<file path="src/shared/regi2c_defines.vh">
// constants for the regulator i2c control port
`ifndef REGI2C_DEFINES_VH
`define REGI2C_DEFINES_VH
`define REGI2C_ADDR_BASE   7'h61
`define REGI2C_IDX_REF     8'h00
`define REGI2C_IDX_CTL1    8'h01
`define REGI2C_IDX_CTL2    8'h02
`define REGI2C_IDX_CUR     8'h03
`define REGI2C_IDX_VOLT    8'h04
`define REGI2C_IDX_ID      8'h05
`define REGI2C_IDX_STAT    8'h06
`define REGI2C_RST_REF     8'h1E
`define REGI2C_RST_CTL1    8'hA6
`define REGI2C_RST_CTL2    8'hC0
`define REGI2C_ID_VALUE    8'h5A
`define REGI2C_CTL1_ON     7
`define REGI2C_CTL1_GO     6
`define REGI2C_CTL1_RETRY  2
`define REGI2C_CTL1_HICCUP 1
`define REGI2C_CTL1_MODE   0
`endif

</file>
<file path="src/design/regi2c_port.v">
// i2c slave register port of the regulator
`timescale 1ns/1ps
`default_nettype none
`include "regi2c_defines.vh"
module regi2c_port
#(
   parameter [7:0] ID_VALUE = `REGI2C_ID_VALUE // arbitrary identity value
)
(
   // clock and reset
   input  wire       clk_i,
   input  wire       resetn_i,
   // i2c pins
   input  wire       scl_i,
   input  wire       sda_i,
   output wire       sda_o,
   output wire       sda_oe_n_o,
   // strap and supervision
   input  wire [1:0] address_strap_pin_i,
   input  wire       enable_pin_i,
   input  wire       input_supply_ok_i,
   input  wire       rail_ok_i,
   input  wire       soft_start_done_i,
   input  wire       thermal_shutdown_i,
   input  wire       temp_warn_i,
   input  wire       overcurrent_flag_i,
   input  wire       overcurrent_latch_i,
   input  wire       output_overvoltage_i,
   input  wire       input_overvoltage_i,
   input  wire       power_good_i,
   input  wire       transition_done_i,
   // telemetry
   input  wire [7:0] load_current_i,
   input  wire [7:0] output_voltage_i,
   // converter controls
   output reg  [6:0] reference_code_o,
   output reg  [2:0] slew_rate_o,
   output reg        light_load_mode_o,
   output reg        overcurrent_hiccup_bit_o,
   output reg  [7:0] control_two_o,
   output reg        switching_on_o,
   output reg        dynamic_regulation_o,
   output reg        shutdown_o
);
// ---------------------------------------------------
// synchronisers
// ---------------------------------------------------
reg  [1:0]  scl_s;
reg  [1:0]  sda_s;
reg         scl_d;
reg         sda_d;
reg  [13:0] pin_s0;
reg  [13:0] pin_s1;
reg  [1:0]  strap;
always @(posedge clk_i)
begin
   scl_s    <= {scl_s[0], scl_i};
   sda_s    <= {sda_s[0], sda_i};
   scl_d    <= scl_s[1];
   sda_d    <= sda_s[1];
   pin_s0   <= {enable_pin_i, input_supply_ok_i, rail_ok_i,
                soft_start_done_i, thermal_shutdown_i, temp_warn_i,
                overcurrent_flag_i, overcurrent_latch_i,
                output_overvoltage_i, input_overvoltage_i, power_good_i,
                transition_done_i, address_strap_pin_i};
   pin_s1   <= pin_s0;
end
wire       en_s, sup_s, rail_s, ssd_s, hot_s, warn_s, ocf_s;
wire       ocl_s, ovo_s, ovi_s, pg_s, tdone_s;
wire [1:0] strap_s1;
assign {en_s, sup_s, rail_s, ssd_s, hot_s, warn_s, ocf_s, ocl_s, ovo_s,
        ovi_s, pg_s, tdone_s, strap_s1} = pin_s1;
wire scl_rise = scl_s[1] & ~scl_d;
wire scl_fall = ~scl_s[1] & scl_d;
wire start_ev = scl_s[1] & scl_d & sda_d & ~sda_s[1];
wire stop_ev  = scl_s[1] & scl_d & ~sda_d & sda_s[1];
// ---------------------------------------------------
// shutdown and protection
// ---------------------------------------------------
reg  ov_latch;
wire port_ok = en_s & sup_s & rail_s;
wire ov_check = en_s & sup_s;
wire down_any = ~port_ok | hot_s | ov_latch | ocl_s;
wire serving = ~down_any & ssd_s;
reg  [7:0] reg_ref;
reg  [7:0] reg_ctl1;
reg  [7:0] reg_ctl2;
always @(posedge clk_i)
begin
   if (!resetn_i || !ov_check)
   begin
      ov_latch             <= 1'b0;
      dynamic_regulation_o <= 1'b0;
   end
   else
   begin
      dynamic_regulation_o <= ovo_s
                            & reg_ctl1[`REGI2C_CTL1_RETRY];
      if (ovo_s & ovi_s
          & ~reg_ctl1[`REGI2C_CTL1_RETRY])
         ov_latch <= 1'b1;
   end
end
always @(posedge clk_i)
begin
   if (!resetn_i)
   begin
      shutdown_o     <= 1'b1;
      switching_on_o <= 1'b0;
   end
   else
   begin
      shutdown_o     <= down_any;
      switching_on_o <= ~down_any & reg_ctl1[`REGI2C_CTL1_ON];
   end
end
// ---------------------------------------------------
// i2c slave engine
// ---------------------------------------------------
localparam ST_IDLE = 3'd0;
localparam ST_ADDR = 3'd1;
localparam ST_AACK = 3'd2;
localparam ST_WDAT = 3'd3;
localparam ST_WACK = 3'd4;
localparam ST_RDAT = 3'd5;
localparam ST_RACK = 3'd6;
reg  [2:0] state;
reg  [3:0] bit_cnt;
reg  [7:0] shift;
reg        rw;
reg        have_index;
reg  [7:0] index;
reg        drive_low;
reg        wr_pulse;
reg  [7:0] wr_data;
wire [6:0] my_addr = `REGI2C_ADDR_BASE | {4'h0, strap, 1'b0};
reg  [7:0] rd_mux;
always @*
begin
   case (index)
      `REGI2C_IDX_REF:  rd_mux = reg_ref;
      `REGI2C_IDX_CTL1: rd_mux = reg_ctl1;
      `REGI2C_IDX_CTL2: rd_mux = reg_ctl2;
      `REGI2C_IDX_CUR:  rd_mux = load_current_i;
      `REGI2C_IDX_VOLT: rd_mux = output_voltage_i;
      `REGI2C_IDX_ID:   rd_mux = ID_VALUE;
      `REGI2C_IDX_STAT: rd_mux = {4'h0, ocf_s, warn_s,
                                  hot_s, pg_s};
      default:          rd_mux = 8'h00;
   endcase
end
always @(posedge clk_i)
begin
   if (!resetn_i || !serving)
   begin
      state      <= ST_IDLE;
      bit_cnt    <= 4'h0;
      shift      <= 8'h00;
      rw         <= 1'b0;
      have_index <= 1'b0;
      index      <= 8'h00;
      drive_low  <= 1'b0;
      wr_pulse   <= 1'b0;
      wr_data    <= 8'h00;
      strap      <= 2'b00;
   end
   else
   begin
      wr_pulse <= 1'b0;
      strap    <= strap_s1;
      if (start_ev)
      begin
         state      <= ST_ADDR;
         bit_cnt    <= 4'h0;
         have_index <= 1'b0;
         drive_low  <= 1'b0;
      end
      else if (stop_ev)
      begin
         state     <= ST_IDLE;
         drive_low <= 1'b0;
      end
      else
      begin
         case (state)
            ST_IDLE:
               drive_low <= 1'b0;
            ST_ADDR, ST_WDAT:
            begin
               if (scl_rise)
               begin
                  shift   <= {shift[6:0], sda_s[1]};
                  bit_cnt <= bit_cnt + 4'h1;
               end
               if (scl_fall && bit_cnt == 4'h8)
               begin
                  bit_cnt <= 4'h0;
                  if (state == ST_ADDR)
                  begin
                     if (shift[7:1] == my_addr)
                     begin
                        rw        <= shift[0];
                        drive_low <= 1'b1;
                        state     <= ST_AACK;
                     end
                     else
                        state <= ST_IDLE;
                  end
                  else
                  begin
                     drive_low <= 1'b1;
                     state     <= ST_WACK;
                     if (!have_index)
                     begin
                        index      <= shift;
                        have_index <= 1'b1;
                     end
                     else
                     begin
                        wr_pulse <= 1'b1;
                        wr_data  <= shift;
                        index    <= index + 8'h01;
                     end
                  end
               end
            end
            ST_AACK, ST_WACK:
               if (scl_fall)
               begin
                  if (state == ST_AACK && rw)
                  begin
                     shift     <= {rd_mux[6:0], 1'b0};
                     drive_low <= ~rd_mux[7];
                     index     <= index + 8'h01;
                     bit_cnt   <= 4'h1;
                     state     <= ST_RDAT;
                  end
                  else
                  begin
                     drive_low <= 1'b0;
                     state     <= ST_WDAT;
                  end
               end
            ST_RDAT:
               if (scl_fall)
               begin
                  if (bit_cnt == 4'h8)
                  begin
                     drive_low <= 1'b0;
                     bit_cnt   <= 4'h0;
                     state     <= ST_RACK;
                  end
                  else
                  begin
                     drive_low <= ~shift[7];
                     shift     <= {shift[6:0], 1'b0};
                     bit_cnt   <= bit_cnt + 4'h1;
                  end
               end
            ST_RACK:
            begin
               if (scl_rise)
                  rw <= ~sda_s[1];
               if (scl_fall)
               begin
                  if (rw)
                  begin
                     index     <= index + 8'h01;
                     shift     <= {rd_mux[6:0], 1'b0};
                     drive_low <= ~rd_mux[7];
                     bit_cnt   <= 4'h1;
                     state     <= ST_RDAT;
                  end
                  else
                     state <= ST_IDLE;
               end
            end
            default:
               state <= ST_IDLE;
         endcase
      end
   end
end
assign sda_o      = 1'b0;
assign sda_oe_n_o = ~drive_low;
// ---------------------------------------------------
// register file
// ---------------------------------------------------
always @(posedge clk_i)
begin
   if (!resetn_i || !port_ok)
   begin
      reg_ref  <= `REGI2C_RST_REF;
      reg_ctl1 <= `REGI2C_RST_CTL1;
      reg_ctl2 <= `REGI2C_RST_CTL2;
   end
   else
   begin
      if (tdone_s)
         reg_ctl1[`REGI2C_CTL1_GO] <= 1'b0;
      if (wr_pulse)
      begin
         case (index - 8'h01)
            `REGI2C_IDX_REF:
               if (reg_ctl1[`REGI2C_CTL1_GO])
                  reg_ref <= {1'b0, wr_data[6:0]};
            `REGI2C_IDX_CTL1:
               reg_ctl1 <= wr_data;
            `REGI2C_IDX_CTL2:
               reg_ctl2 <= wr_data;
            default:
               reg_ref <= reg_ref;
         endcase
      end
   end
end
always @(posedge clk_i)
begin
   if (!resetn_i)
   begin
      reference_code_o         <= 7'h1E;
      slew_rate_o              <= 3'h4;
      light_load_mode_o        <= 1'b0;
      overcurrent_hiccup_bit_o <= 1'b1;
      control_two_o            <= `REGI2C_RST_CTL2;
   end
   else
   begin
      reference_code_o         <= reg_ref[6:0];
      slew_rate_o              <= reg_ctl1[5:3];
      light_load_mode_o        <= reg_ctl1[`REGI2C_CTL1_MODE]
                                | reg_ctl1[`REGI2C_CTL1_GO];
      overcurrent_hiccup_bit_o <= reg_ctl1[`REGI2C_CTL1_HICCUP];
      control_two_o            <= reg_ctl2;
   end
end
endmodule
`default_nettype wire

</file>
<file path="config.mk">
export PLATFORM = sky130hd
export DESIGN_NAME = regi2c_port
export DESIGN_NICKNAME = d
export VERILOG_FILES = /design/src/design/regi2c_port.v
export VERILOG_INCLUDE_DIRS = /design/src /design/src/shared
export SDC_FILE = /design/constraint.sdc
export NUM_CORES = 1
export LEC_CHECK = 0
export ABC_AREA = 0
export ABC_CLOCK_PERIOD_IN_PS = 2650
export BUFFER_PORTS_ARGS = -buffer_cell sky130_fd_sc_hd__clkbuf_2
export CAP_MARGIN = 20
export CORE_MARGIN = 4
export CORE_UTILIZATION = 25
export CTS_BUF_LIST = sky130_fd_sc_hd__clkbuf_8 sky130_fd_sc_hd__clkbuf_16
export CTS_CLUSTER_DIAMETER = 200
export DETAILED_ROUTE_END_ITERATION = 12
export PLACE_DENSITY = 0.38
export SYNTH_ARGS = -nofsm -noshare
export SYNTH_HDL_FRONTEND = slang
export SYNTH_SLANG_ARGS = --single-unit
</file>
<file path="constraint.sdc">
create_clock -name clk_i -period 2.65 [get_ports clk_i]
set_input_delay 0.1325 -clock clk_i [delete_from_list [all_inputs] [get_ports clk_i]]
set_output_delay 0.1325 -clock clk_i [all_outputs]
set_load 0.05 [all_outputs]
</file>
==> results of run 1 <==
## path summary, 6_finish.rpt
path	startpoint	end	slack, ns	cells past startpoint
max	index[0]	reg_ctl2[6]	0.23	7
min	resetn_i	reference_code_o[1]	0.18	2
max reg2reg	index[0]	reg_ctl2[6]	0.23	7
min reg2reg	scl_s[0]	scl_s[1]	0.32	0
## worst max-delay path: stages, from the launching register on
cell and delay (ns):
dfxtp_1 0.33, inv_1 0.08, ha_1 0.22, or3b_2 0.45
nor4b_2 0.41, o21ai_1 0.43, nor3_1 0.27, a21oi_1 0.06
## cells in the mapped netlist, types with 3 or more instances
library cell | n | area (µm²)
clkbuf_1 | 23 | 86.3
a222oi_1 | 5 | 50.1
nor2_1 | 34 | 128
o21ai_1 | 6 | 30.0
a211oi_1 | 6 | 45.0
o21ba_2 | 3 | 30.0
nand2b_1 | 13 | 81.3
ha_1 | 7 | 87.6
mux2i_1 | 12 | 120
xor2_1 | 3 | 26.3
a22oi_1 | 13 | 97.6
inv_1 | 10 | 37.5
and2_1 | 19 | 119
and3_1 | 6 | 37.5
a221oi_1 | 5 | 43.8
o31ai_1 | 3 | 22.5
dfxtp_1 | 118 | 2360
nor3_1 | 17 | 85.1
buf_2 | 4 | 20.0
nand3b_1 | 3 | 22.5
nand3_1 | 22 | 110
a21oi_1 | 41 | 205
o21ai_0 | 32 | 160
nand2_1 | 37 | 139
nand4_1 | 5 | 31.3
nor2b_1 | 5 | 31.3
a32oi_1 | 4 | 35.0
## state kept, by name, indices dropped and copies added (netlist names), 3 cells and up
| signal | flops |
|---|---|
| reg_ref | 7 |
| wr_data | 8 |
| control_two_o | 8 |
| shift | 8 |
| slew_rate_o | 3 |
| bit_cnt | 4 |
| pin_s1 | 14 |
| reg_ctl2 | 8 |
| reference_code_o | 7 |
| index | 8 |
| state | 3 |
| reg_ctl1 | 8 |
| pin_s0 | 14 |
## cells in the final DEF, fill, tap and decap left out, drive strengths merged, types with 3 or more instances in the layout
master | Yosys | layout
a221oi | 5 | 5
nand2 | 37 | 37
a22oi | 13 | 13
inv | 10 | 15
ha | 7 | 7
and2 | 19 | 19
a32oi | 4 | 4
a211oi | 6 | 6
o21ai | 38 | 38
nand3b | 3 | 3
xor2 | 3 | 3
nor4 | 4 | 4
nand2b | 13 | 13
nand4 | 5 | 5
dlygate4sd3 | 0 | 16
nand3 | 22 | 22
nor3 | 17 | 17
dfxtp | 118 | 118
mux2i | 12 | 12
and3 | 6 | 6
clkbuf | 23 | 74
a222oi | 5 | 5
nor2 | 34 | 34
buf | 9 | 15
nor2b | 5 | 5
clkinv | 0 | 5
a21oi | 41 | 41
o31ai | 3 | 3
bufinv | 0 | 4
o21ba | 3 | 3
## power by group
group,leakage (nW),switching (mW),internal [mW]
Clock,0.310,0.834,1.58
Sequential,0.964,0.0134,1.80
Combinational,0.956,0.0380,0.0428
Total,2.23,0.886,3.43
## layer usage
metal	up-vias	global-route usage	wire (µm)
li1	1967	-	-
met1	1855	0.182	6420
met2	108	0.192	5640
met3	17	0.0351	562
met4	0	0.0461	241
met5	-	0	0
## cell type report
cell class                      count  share of cell area
Inverter                           10             0.00628
Multi-Input combinational cell    343               0.352
Tap cell                          229              0.0479
Sequential cell                   118               0.395
Clock inverter                     15              0.0339
Timing Repair Buffer               88              0.0934
Clock buffer                       17              0.0712
## cell families (layout without fill, tap and decap cells)
group                      Yosys count  count (layout)
buffers and inverters               42             130
and+or+nand+nor                    179             179
DFF                                118             118
AOI/OAI and AO/OA                  139             139
xor gates and xnor gates             3               3
other                                1               1
muxes                               14              14
adders and majority gates            7               7
## per-stage QoR
step                area [µm²]   util  hold slack (ns)
detailed placement        5190  0.286            0.236
CTS                       5980  0.329            0.170
finish                    5980  0.329            0.180
global placement          5190  0.286            0.236
floorplan                 4640      -            0.160
global route              5980  0.329            0.183
## what timing repair did
item / in CTS / in global routing
buffers inserted: 0 / 0
hold buffers: 16 / 0
endpoints found under the hold margin: 16 / 0
==> impl_metrics.csv, run 1 <==
group,metric,value,unit
run_status,status,"finished, final reports clean",
clock_tree,clk_pin_slew_worst_paths,0.06,ns
logic_synthesis,synthArstFlopShare,0,
sta,final-max-slew-violation-count,0,
power,total_power,4.31,mW
place,portBuffers,57,
job,max_cap_violations,0,
sta,rsz0062_at_grt,"false",
cells_and_area,final_cells,820,
grt,grt-ovfl-total,0,
sta,setup_viol,0,
logic_synthesis,avgSynthCellArea,9.23,µm²
place,gp_congestion,0.865,
critical_path,crit_required,2.90,ns
logic_synthesis,ys_types,60,
cells_and_area,fin_nets,619,
routing,routed_wl,12.9,mm
clock_tree,h-tree-depth,4,
cells_and_area,multi_input_area,0.00210,mm²
grt,grt_pass1_wl,20.8,mm
cells_and_area,syn_to_final_growth,28.7,%
sta,hold_viol,0,
routing,viasPerCell,4.81,
grt,grt_usage,0.130,
routing,drtIter0Drc,350,
grt,grt_max_degree,24,
critical_path,worstSetupPathType,"reg -> reg",
place,dp_cells,772,
logic_synthesis,synth-compound-area-share,0.192,
sta,max_freq,0.414,GHz
logic_synthesis,synth_area,0.00464,mm²
logic_synthesis,synthSimpleGateAreaFrac,0.206,
clock_tree,cts_resized,0,
logic_synthesis,synthMuxAreaShare,0.0307,
cells_and_area,n_fill_cell,1912,
logic_synthesis,yosysWarnings,0,
clock_tree,cts_tree,"done",
critical_path,crit_arrival,2.67,ns
logic_synthesis,synth_fa_ha_area_frac,0.0189,
logic_synthesis,synth_xor_area_frac,0.00566,
sta,relSlewSlack,0.310,
sta,period_share,0.912,
hold_path,hp-class,"in -> reg",
place,dp_hpwl,9.12,mm
power,ir_worst_vdd,0.000515,V
cells_and_area,seq_area,0.00236,mm²
sta,fin_tns_setup,0,ns
clock_tree,cts-root-buf,"clkbuf_16",
logic_synthesis,synth_edf_count,0,
floorplanning,ios,59,
critical_path,worst_setup_path_end_kind,"register",
clock_tree,cts_max_path_buffers,2,
routing,drc,0,
floorplanning,die_y,144,µm
clock_tree,cts_buffers,17,
routing,via_count,3947,
logic_synthesis,synth_top_family_by_area,"simple AND/OR/NAND/NOR gates",
routing,wl_per_cell,15.7,µm
floorplanning,core,0.0181,mm²
power,power_leakage,2.23,nW
logic_synthesis,syn_inst,503,
floorplanning,dieArea,0.0208,mm²
critical_path,startpoint_type,"register",
logic_synthesis,synth-seq-cells,118,
grt,grt_pass1_vias,3768,
floorplanning,start_util,0.256,
critical_path,crit_fanout,16,
cells_and_area,diodes,0,
logic_synthesis,yosysSeqAreaShare,0.509,
grt,antenna_found_initial,0,
sta,fin_skew,0.0111,ns
power,power_density,722,mW/mm²
cells_and_area,drive_gt1_frac,0.196,
sta,fin_crit,2.42,ns
sta,tightest_slew,1.03,ns
routing,drt_pre_antenna_iters,7,
clock_tree,clock_latency,0.41,ns
clock_tree,clkSinkCount,118,
place,pre_cts_ws,0.244,ns
floorplanning,row_count,49,
floorplanning,fp.dieW,144,µm
logic_synthesis,synth_ff_type,"dfxtp_1",
logic_synthesis,syn-num-nets,544,
routing,drtAntennaViolNets,0,
sta,layout_setup_ws,0.232,ns
Note: power is estimated with default switching activity, not from simulation.
==> inputs of run 2 (changes only) <==
MAX_ROUTING_LAYER = met4   (was unset)
SLEW_MARGIN = 20   (was unset)
==> run 2 against run 1 <==
Design area is the same. Die area is the same. Fmax is essentially flat. Clock power is essentially flat. Via count shrank 0.28%. Sequential share of layout area is the same. Critical path depth is the same. Combinational power is essentially flat. Worst setup slack is essentially flat. Worst hold slack lost 0.0050 ns. Cell count is the same. Total power is essentially flat.
==> impl_metrics.csv, run 2 (synthesis results as in run 1) <==
group,metric,value,unit
power,power_density,722,mW/mm²
sta,hold_ws,0.174,ns
cells_and_area,final_cells,820,
grt,grt-ovfl-total,0,
cells_and_area,fin_nets,619,
sta,fin_skew,0.0126,ns
hold_path,whs_endpoint,"reference_code_o[1]",
cells_and_area,layout_common_cells,"dfxtp_1 (118), clkbuf_2 (57), a21oi_1 (41)",
floorplanning,dieArea,0.0208,mm²
floorplanning,core,0.0181,mm²
critical_path,worstSetupPathType,"reg -> reg",
critical_path,startpoint_type,"register",
sta,hold_viol,0,
routing,via_count,3936,
place,dp_cells,772,
clock_tree,cts_tree,"done",
cells_and_area,reg_top3,"pin_s0: 14 flops, pin_s1: 14 flops",
power,ir_worst_vdd,0.000515,V
floorplanning,fp.dieW,144,µm
grt,grt_pass1_vias,3787,
critical_path,r2r_start,"index[0]",
place,placed_area,0.00519,mm²
sta,relSlewSlack,0.308,
clock_tree,clk_pin_slew_worst_paths,0.06,ns
grt,grt_max_degree,24,
sta,final-max-slew-violation-count,0,
grt,grt_usage,0.134,
cells_and_area,diodes,0,
clock_tree,cts_resized,0,
floorplanning,row_count,49,
grt,grt_pass1_wl,20.8,mm
critical_path,crit_required,2.90,ns
clock_tree,cts_max_path_buffers,2,
critical_path,worst_setup_path_end_kind,"register",
hold_path,holdPathStages,2,
clock_tree,cts_setup_buffers,0,
clock_tree,cts_buffers,17,
critical_path,r2r_cells,7,
routing,drtAntennaViolNets,0,
routing,viasPerCell,4.80,
clock_tree,hold_buffers,16,
sta,fin_crit,2.42,ns
hold_path,hp-class,"in -> reg",
sta,tightest_slew,1.03,ns
job,max_cap_violations,0,
cells_and_area,drive_gt1_frac,0.196,
floorplanning,ios,59,
sta,rsz0062_at_grt,"false",
critical_path,crit_fanout,16,
place,portBuffers,57,
sta,fin_tns_setup,0,ns
hold_path,hold_start,"resetn_i",
clock_tree,clkSinkCount,118,
routing,routed_wl,12.9,mm
critical_path,cpMaxStageDelayCell,"or3b_2",
sta,setup_viol,0,
critical_path,r2r_end,"reg_ctl2[7]",
critical_path,r2r_setup_slack,0.23,ns
routing,drt_pre_antenna_iters,5,
cells_and_area,postLayoutCoreUtil,0.329,
routing,drtIter0Drc,354,
routing,drc,0,
sta,max_freq,0.414,GHz
routing,wl_per_cell,15.7,µm
clock_tree,clock_latency,0.41,ns
sta,period_share,0.913,
critical_path,slowest_delay,0.45,ns
floorplanning,die_y,144,µm
critical_path,crit_arrival,2.67,ns
run_status,status,"finished, final reports clean",
place,gp_congestion,0.879,
floorplanning,start_util,0.256,
grt,antenna_found_initial,0,
cells_and_area,syn_to_final_growth,28.7,%
clock_tree,h-tree-depth,4,
critical_path,crit_chain,"inv_1 > ha_1 > or3b_2 > nor4b_2 > o21ai_1 > nor3_1 > a21oi_1",
cells_and_area,fin_area,0.00598,mm²
power,power_leakage,2.23,nW
cells_and_area,layout_commonest_cell,"dfxtp_1",
place,dp_hpwl,9.12,mm
clock_tree,cts-root-buf,"clkbuf_16",
-- run 2: cell counts in the layout (fill, tap and decap cells not counted) --
No cell type changed its count.
-- run 2: stage by stage --
step                      setup slack [ns]  power, mW
after CTS                            0.226       4.38
after floorplan                      0.438       1.88
final                                0.232       4.31
after detailed placement             0.244       1.92
after global placement               0.312       1.92
after global routing                0.0842       4.48
-- run 2: layout make-up --
cell class / count / area (µm²)
inverter: 10 / 37.5
fill: 1912 / 12200
clock buffer: 17 / 425
clock inverter: 15 / 203
tap: 229 / 287
multi-input combinational: 343 / 2100
sequential: 118 / 2360
timing repair buffer: 88 / 558
-- run 2: how the worst max path moves through the flow --
stage | startpoint | depth (start not counted) | endpoint | slack (ns)
CTS | index[0] | 7 | reg_ctl2[6] | 0.23
global placement | index[0] | 7 | reg_ctl2[7] | 0.31
detailed placement | index[0] | 7 | reg_ctl2[6] | 0.24
finish | index[0] | 7 | reg_ctl2[7] | 0.23
global route | index[0] | 7 | reg_ctl2[6] | 0.08
floorplan | index[0] | 8 | reg_ref[5] | 0.44
-- run 2: metal layers --
metal / vias to the layer above / share of wire / track usage / wire (µm)
met1: 1829 / 0.49 / 0.182 / 6350
met3: 23 / 0.054 / 0.0341 / 699
met4: 0 / 0.022 / 0.0476 / 284
met2: 116 / 0.43 / 0.192 / 5550
met5: - / 0 / - / 0
li1: 1968 / - / - / -
-- run 2: report_power, final --
group          switching (mW)  total [mW]  internal (mW)
Combinational          0.0380      0.0808         0.0428
Sequential             0.0134        1.82           1.80
Clock                   0.836        2.42           1.58
-- run 2: critical path, delay by kind of cell (launching register included) --
kind | cells | cell delay (ns)
fa+ha+maj | 1 | 0.22
compound gates | 2 | 0.49
buf+inv | 1 | 0.08
flops | 1 | 0.33
simple gates | 3 | 1.14
